--- src/sac_pkg.sv ---
// package: constants and carrier types for the converter control block
package sac_pkg;
  localparam int RES_BITS = 10;
  localparam int BUS_BITS = 8;
  localparam int CYCLES_PER_BIT = 8;
  localparam int CONV_CYCLES = 80;
  localparam int CLK_PERIOD_PS = 25000;
  localparam int DONE_PULSE_NS = 400;
  // longest time, rounded down, at least one cycle
  localparam int DONE_PULSE_CYC_RAW = (DONE_PULSE_NS * 1000) / CLK_PERIOD_PS;
  localparam int DONE_PULSE_CYC = (DONE_PULSE_CYC_RAW < 1) ? 1 : DONE_PULSE_CYC_RAW;
  localparam logic [RES_BITS-1:0] RESULT_RST = 10'h000;
  localparam logic [RES_BITS-1:0] RESULT_ZERO = 10'h000;
  localparam logic [5:0] LOW_PAD = 6'h00;

  typedef enum logic [1:0] {ST_IDLE, ST_HOLD, ST_CONV} sac_state_t;

  typedef struct packed {
    logic select_n;
    logic write_n;
    logic read_n;
  } sac_bus_in_t;

  typedef struct packed {
    logic [BUS_BITS-1:0] data;
    logic data_oe_n;
    logic done_n;
  } sac_bus_out_t;
endpackage

--- src/sac_one_shot.sv ---
// one-shot: a trigger starts a fixed-length high pulse
`timescale 1ns/10ps
module sac_one_shot import sac_pkg::*; #(
  parameter int LEN = DONE_PULSE_CYC
) (
  input wire logic i_clk,
  input wire logic i_reset,
  input wire logic i_trigger,
  output logic o_active
);
  localparam int CW = $clog2(LEN + 1);
  logic [CW-1:0] count_reg;
  logic [CW-1:0] count_next;

  always_comb begin
    count_next = count_reg;
    if (i_trigger) begin
      count_next = CW'(LEN);
    end else if (count_reg != '0) begin
      count_next = count_reg - 1'b1;
    end
  end

  always_ff @(posedge i_clk) begin
    if (i_reset) begin
      count_reg <= '0;
    end else begin
      count_reg <= count_next;
    end
  end

  assign o_active = (count_reg != '0);
endmodule

--- src/sac_control.sv ---
// converter control: start, successive approximation, result latch, done flag, byte read
// Functional notes
// - select and write low together set start, clear shift register, approximation, done flag.
// - held in reset while both strobes low; conversion starts after one rises.
// - gated clear of start is ignored while start condition persists.
// - resolve msb first, ten comparisons over eighty clocks, marker tracks progress.
// - marker exit copies ten-bit straight binary result into output latches.
// - falling edge of result_transfer fires one-shot setting done flag, output low.
// - set pulse lasts about 400 ns and overrides a standing clear.
// - select and read low together clear done flag and enable data drivers.
// - first byte result 9..2; second byte bits 1,0 on top, rest zero.
// - negative input at or above positive input yields all-zero code.
`timescale 1ns/10ps
module sac_control import sac_pkg::*; (
  input wire logic i_clk,
  input wire logic i_reset,
  input wire sac_bus_in_t i_bus,
  input wire logic i_comp_above,
  output logic [RES_BITS-1:0] o_trial_code,
  output sac_bus_out_t o_bus
);
  sac_state_t state_reg, state_next;
  logic [RES_BITS-1:0] shift_reg, shift_next;
  logic [RES_BITS-1:0] approximation_register, approx_next;
  logic [RES_BITS-1:0] latch_reg, latch_next;
  logic [2:0] phase_reg, phase_next;
  logic done_reg, done_next;
  logic byte_low_reg, byte_low_next;
  logic read_prev_reg, read_prev_next;
  logic result_transfer, result_transfer_next;
  logic set_pulse;

  wire start_cond = !i_bus.select_n && !i_bus.write_n;
  wire read_cond = !i_bus.select_n && !i_bus.read_n;
  wire transfer_fall = result_transfer && !result_transfer_next;

  // the transfer edge sets the flag itself, so the shot only covers the rest of the 400 ns
  sac_one_shot #(.LEN(DONE_PULSE_CYC - 1)) u_shot (
    .i_clk(i_clk),
    .i_reset(i_reset),
    .i_trigger(transfer_fall),
    .o_active(set_pulse)
  );

  // current trial: decided bits, bit under test set
  always_comb begin
    o_trial_code = approximation_register | shift_reg;
  end

  always_comb begin
    state_next = state_reg;
    shift_next = shift_reg;
    approx_next = approximation_register;
    latch_next = latch_reg;
    phase_next = phase_reg;
    result_transfer_next = 1'b0;
    case (state_reg)
      ST_IDLE: begin
        if (start_cond) begin
          state_next = ST_HOLD;
        end
      end
      ST_HOLD: begin
        // gated clear of start has no effect while the strobes stay low
        if (!start_cond) begin
          state_next = ST_CONV;
          shift_next = {1'b1, {(RES_BITS-1){1'b0}}};
          phase_next = '0;
        end
      end
      ST_CONV: begin
        phase_next = phase_reg + 3'd1;
        if (phase_reg == 3'(CYCLES_PER_BIT - 1)) begin
          // comparator sampled at end of bit period; msb first
          if (i_comp_above) begin
            approx_next = approximation_register | shift_reg;
          end
          shift_next = shift_reg >> 1;
          if (shift_reg[0]) begin
            // marker leaves the shift register
            state_next = ST_IDLE;
            latch_next = i_comp_above ? (approximation_register | shift_reg) : approximation_register;
            result_transfer_next = 1'b1;
          end
        end
      end
      default: begin
        state_next = ST_IDLE;
      end
    endcase
    if (start_cond) begin
      state_next = ST_HOLD;
      shift_next = '0;
      approx_next = RESULT_ZERO;
    end
  end

  // read sequencing: byte advances when a read access ends
  always_comb begin
    read_prev_next = read_cond;
    byte_low_next = byte_low_reg;
    if (start_cond) begin
      byte_low_next = 1'b0;
    end else if (read_prev_reg && !read_cond) begin
      byte_low_next = ~byte_low_reg;
    end
  end

  // set overrides clear, so a standing read still shows the done pulse
  always_comb begin
    done_next = done_reg;
    if (start_cond || read_cond) begin
      done_next = 1'b0;
    end
    if (set_pulse || transfer_fall) begin
      done_next = 1'b1;
    end
  end

  always_ff @(posedge i_clk) begin
    if (i_reset) begin
      state_reg <= ST_IDLE;
      shift_reg <= '0;
      approximation_register <= RESULT_RST;
      latch_reg <= RESULT_RST;
      phase_reg <= '0;
      done_reg <= 1'b0;
      byte_low_reg <= 1'b0;
      read_prev_reg <= 1'b0;
      result_transfer <= 1'b0;
    end else begin
      state_reg <= state_next;
      shift_reg <= shift_next;
      approximation_register <= approx_next;
      latch_reg <= latch_next;
      phase_reg <= phase_next;
      done_reg <= done_next;
      byte_low_reg <= byte_low_next;
      read_prev_reg <= read_prev_next;
      result_transfer <= result_transfer_next;
    end
  end

  always_comb begin
    o_bus.done_n = ~done_reg;
    o_bus.data_oe_n = ~read_cond;
    o_bus.data = byte_low_reg ? {latch_reg[1:0], LOW_PAD} : latch_reg[9:2];
  end

  // ---- checks ----
  logic [7:0] conv_cnt;
  always_ff @(posedge i_clk) begin
    if (i_reset || state_reg != ST_CONV) begin
      conv_cnt <= '0;
    end else begin
      conv_cnt <= conv_cnt + 8'd1;
    end
  end
endmodule

--- config.mk ---
export PLATFORM = sky130hd
export DESIGN_NAME = sac_control
export DESIGN_NICKNAME = d
export VERILOG_FILES = /design/src/sac_pkg.sv /design/src/sac_one_shot.sv /design/src/sac_control.sv
export SDC_FILE = /design/constraint.sdc
export NUM_CORES = 1
export LEC_CHECK = 0
export ABC_AREA = 1
export BUFFER_PORTS_ARGS = -buffer_cell sky130_fd_sc_hd__buf_2
export CAP_MARGIN = 20
export CORE_MARGIN = 3
export CORE_UTILIZATION = 30
export CTS_CLUSTER_DIAMETER = 150
export DETAILED_ROUTE_END_ITERATION = 16
export PLACE_DENSITY = 0.47
export SYNTH_ARGS = -nofsm -noshare
export SYNTH_HDL_FRONTEND = slang
export SYNTH_SLANG_ARGS = --single-unit
--- constraint.sdc ---
create_clock -name i_clk -period 1.44 [get_ports i_clk]
set_input_delay 0.072 -clock i_clk [delete_from_list [all_inputs] [get_ports i_clk]]
set_output_delay 0.072 -clock i_clk [all_outputs]
set_load 0.01 [all_outputs]
==> reports/results.ini <==
[critical_path]
worstPathRequired_ns=1.62
r2r_slack_ns=0.09
start_kind=flip-flop
r2r_cells=7
cp_max_fo=11
crit_arrival_ns=1.53
r2r_end=latch_reg[0]$_SDFFE_PP0P_
path_class=reg2reg
r2r_start=phase_reg[0]$_SDFFE_PP0P_
cp-end-kind=flip-flop

[clock_network]
cts-root-buf=clkbuf_8
clk_pin_slew_worst_paths_ns=0.08
cts_setup_buffers=0
ctsLongestPathBuffers=2
cts.sinks=43
cts_buffers=5
cts_tree=yes
clk_latency_ns=0.29
hold_buffers=0
post_cts_resized=0
htree_levels=2

[sta]
fin_crit_ns=1.35
finalSetupViolCount=0
slew_headroom=0.775
maxSlewViolCount=0
finalSetupTns_ns=0
grt_setup_unrepaired=false
final_hold_viol_count=0
max_freq_mhz=743
layout_worst_path_cycle_share=0.935
finClkSkew_ns=0.00163
tightest_slew_ns=0.337

[synth]
seq_area_frac_synth=0.452
yosys.area.top_type=dfxtp_1
synthArstFlopShare=0
syn_area_per_cell_um2=6.95
synthTopCellsByArea=dfxtp_1 (45%), nand2_1 (13%), inv_1 (8.3%)
synthFlopType=dfxtp_1
synth_edf_count=0
yosysMostFrequentCell=nand2_1
synth_area_mm2=0.00190
synth_cell_types=19
yosysTopAreaCellShare=0.452
synth_nets=285
yosys_warnings=0
synth_cells=274
synth_seq_cells=43
ys_top_cells_by_count=nand2_1 (64), dfxtp_1 (43), inv_1 (42), nor2_1 (37), a21oi_1 (25)

[min_path]
whs_endpoint=latch_reg[0]$_SDFFE_PP0P_
hold_start=i_comp_above
min_path_cells=3
hp-class=in2reg

[outcome]
status=finished, final reports clean

[global_route]
grt_pass1_wl_mm=6.59
track_usage=0.112
grt_pass1_vias=1438
grt-ovfl-total=0
antenna_found_initial=0
grt_max_degree=14

[power]
p_clk_frac=0.290
p_sw_frac=0.289
cellLeakagePower_nw=1.07
power_density_mw_per_mm2=1120
intPower_mw=1.78
seq_power_share=0.522
p_sw_mw=0.725
p_comb_frac=0.189
ir_drop_v=0.000457
finalPower_mw=2.51

[die]
die_w_um=85.7
placementRows=28
io_pins=26
die_y_um=85.7
dieArea_mm2=0.00734
core-area_mm2=0.00603
initial_core_util=0.316

[placed_design]
place_area_mm2=0.00214
io_buffers=25
place_hpwl_mm=3.01
gp_congestion=0.738

[finish]
num-nets-final=316
synthToLayoutAreaGrowth_pct=18.1
n_fill_cell=668
num_antenna_cells=0
layout-drive-gt1-share=0.180
stdcell_area_mm2=0.00225

[detailed_routing]
first_pass_iters=4
avgViaCountPerCell=4.25
drt_iter0_markers=52
wl_per_cell_um=10.4
drc_errors=0
vias=1620
drtAntennaViolNets=0
wl_mm=3.95

[job]
drv_cap=0

-- power groups by stage --
stage          registers, mW  logic, mW  clock network [mW]
6_report                1.31      0.474               0.726
5_1_grt                 1.32      0.566               0.804
4_1_cts                 1.31      0.480               0.760
3_5_place_dp            1.34      0.477                   0
3_3_place_gp            1.33      0.472                   0
2_1_floorplan           1.32      0.376                   0
-- how the worst max path moves through the flow --
stage	from	end	slack, ns	cells after the start
2_1_floorplan	phase_reg[0]$_SDFFE_PP0P_	latch_reg[1]$_SDFFE_PP0P_	0.17	8
3_3_place_gp	phase_reg[0]$_SDFFE_PP0P_	latch_reg[1]$_SDFFE_PP0P_	0.09	8
3_5_place_dp	phase_reg[0]$_SDFFE_PP0P_	latch_reg[5]$_SDFFE_PP0P_	0.06	8
4_1_cts	phase_reg[0]$_SDFFE_PP0P_	latch_reg[5]$_SDFFE_PP0P_	0.05	8
5_1_grt	phase_reg[0]$_SDFFE_PP0P_	latch_reg[0]$_SDFFE_PP0P_	0.002	7
6_report	phase_reg[0]$_SDFFE_PP0P_	latch_reg[0]$_SDFFE_PP0P_	0.09	7
-- layout make-up --
type | count | area, um^2 | share of cell area
inverter | 46 | 173 | 0.0768
clock inverter | 1 | 5.00 | 0.00223
multi-input combinational | 176 | 837 | 0.372
tap | 75 | 93.8 | 0.0417
sequential | 43 | 862 | 0.383
clock buffer | 7 | 76.3 | 0.0339
timing repair buffer | 33 | 201 | 0.0896
-- kinds of logic (layout without fill, tap and decap cells) --
kind of cell,count (synthesis),count (layout),synth area share
simple gates,124,124,0.271
buf+inv,55,87,0.120
compound gates,47,47,0.124
flops,43,43,0.452
fa+ha+maj,5,5,0.0329
-- layout by cell type (no fill, tap or decap), types with 2 or more instances in the layout --
cell	instances
nand2_1	62
dfxtp_1	42
nand2_2	3
buf_4	6
o21ai_1	5
a21oi_1	25
nor2_1	36
nand2_4	2
buf_2	25
clkbuf_1	2
inv_1	41
clkbuf_8	5
nand3_1	15
inv_2	5
ha_1	5
o21ai_0	17
nor2_2	2
-- through the flow --
step	util	hold WS (ns)	cells	worst slack, ns
2_1_floorplan	-	0.196	274	0.169
3_3_place_gp	0.355	0.350	373	0.0854
3_5_place_dp	0.355	0.357	373	0.0554
4_1_cts	0.369	0.0493	381	0.0487
5_1_grt	0.373	0.0657	381	0.00198
6_report	0.373	0.0599	381	0.0943
-- routing by layer --
| metal | up-vias | GRT usage | share of wire |
|---|---|---|---|
| met2 | 18 | 0.167 | 0.42 |
| met4 | 0 | 0.0432 | 0.014 |
| met5 | - | 0 | 0 |
| li1 | 900 | - | - |
| met1 | 697 | 0.153 | 0.53 |
| met3 | 5 | 0.0307 | 0.034 |
-- worst max-delay path, cell delays in order (launching register included) --
cell	delay, ns
dfxtp_2	0.33
ha_1	0.21
ha_1	0.20
nand2_2	0.10
nor2_4	0.05
buf_12	0.13
o21ai_0	0.15
nor2_1	0.06
Power figures use the tool's default switching activity.
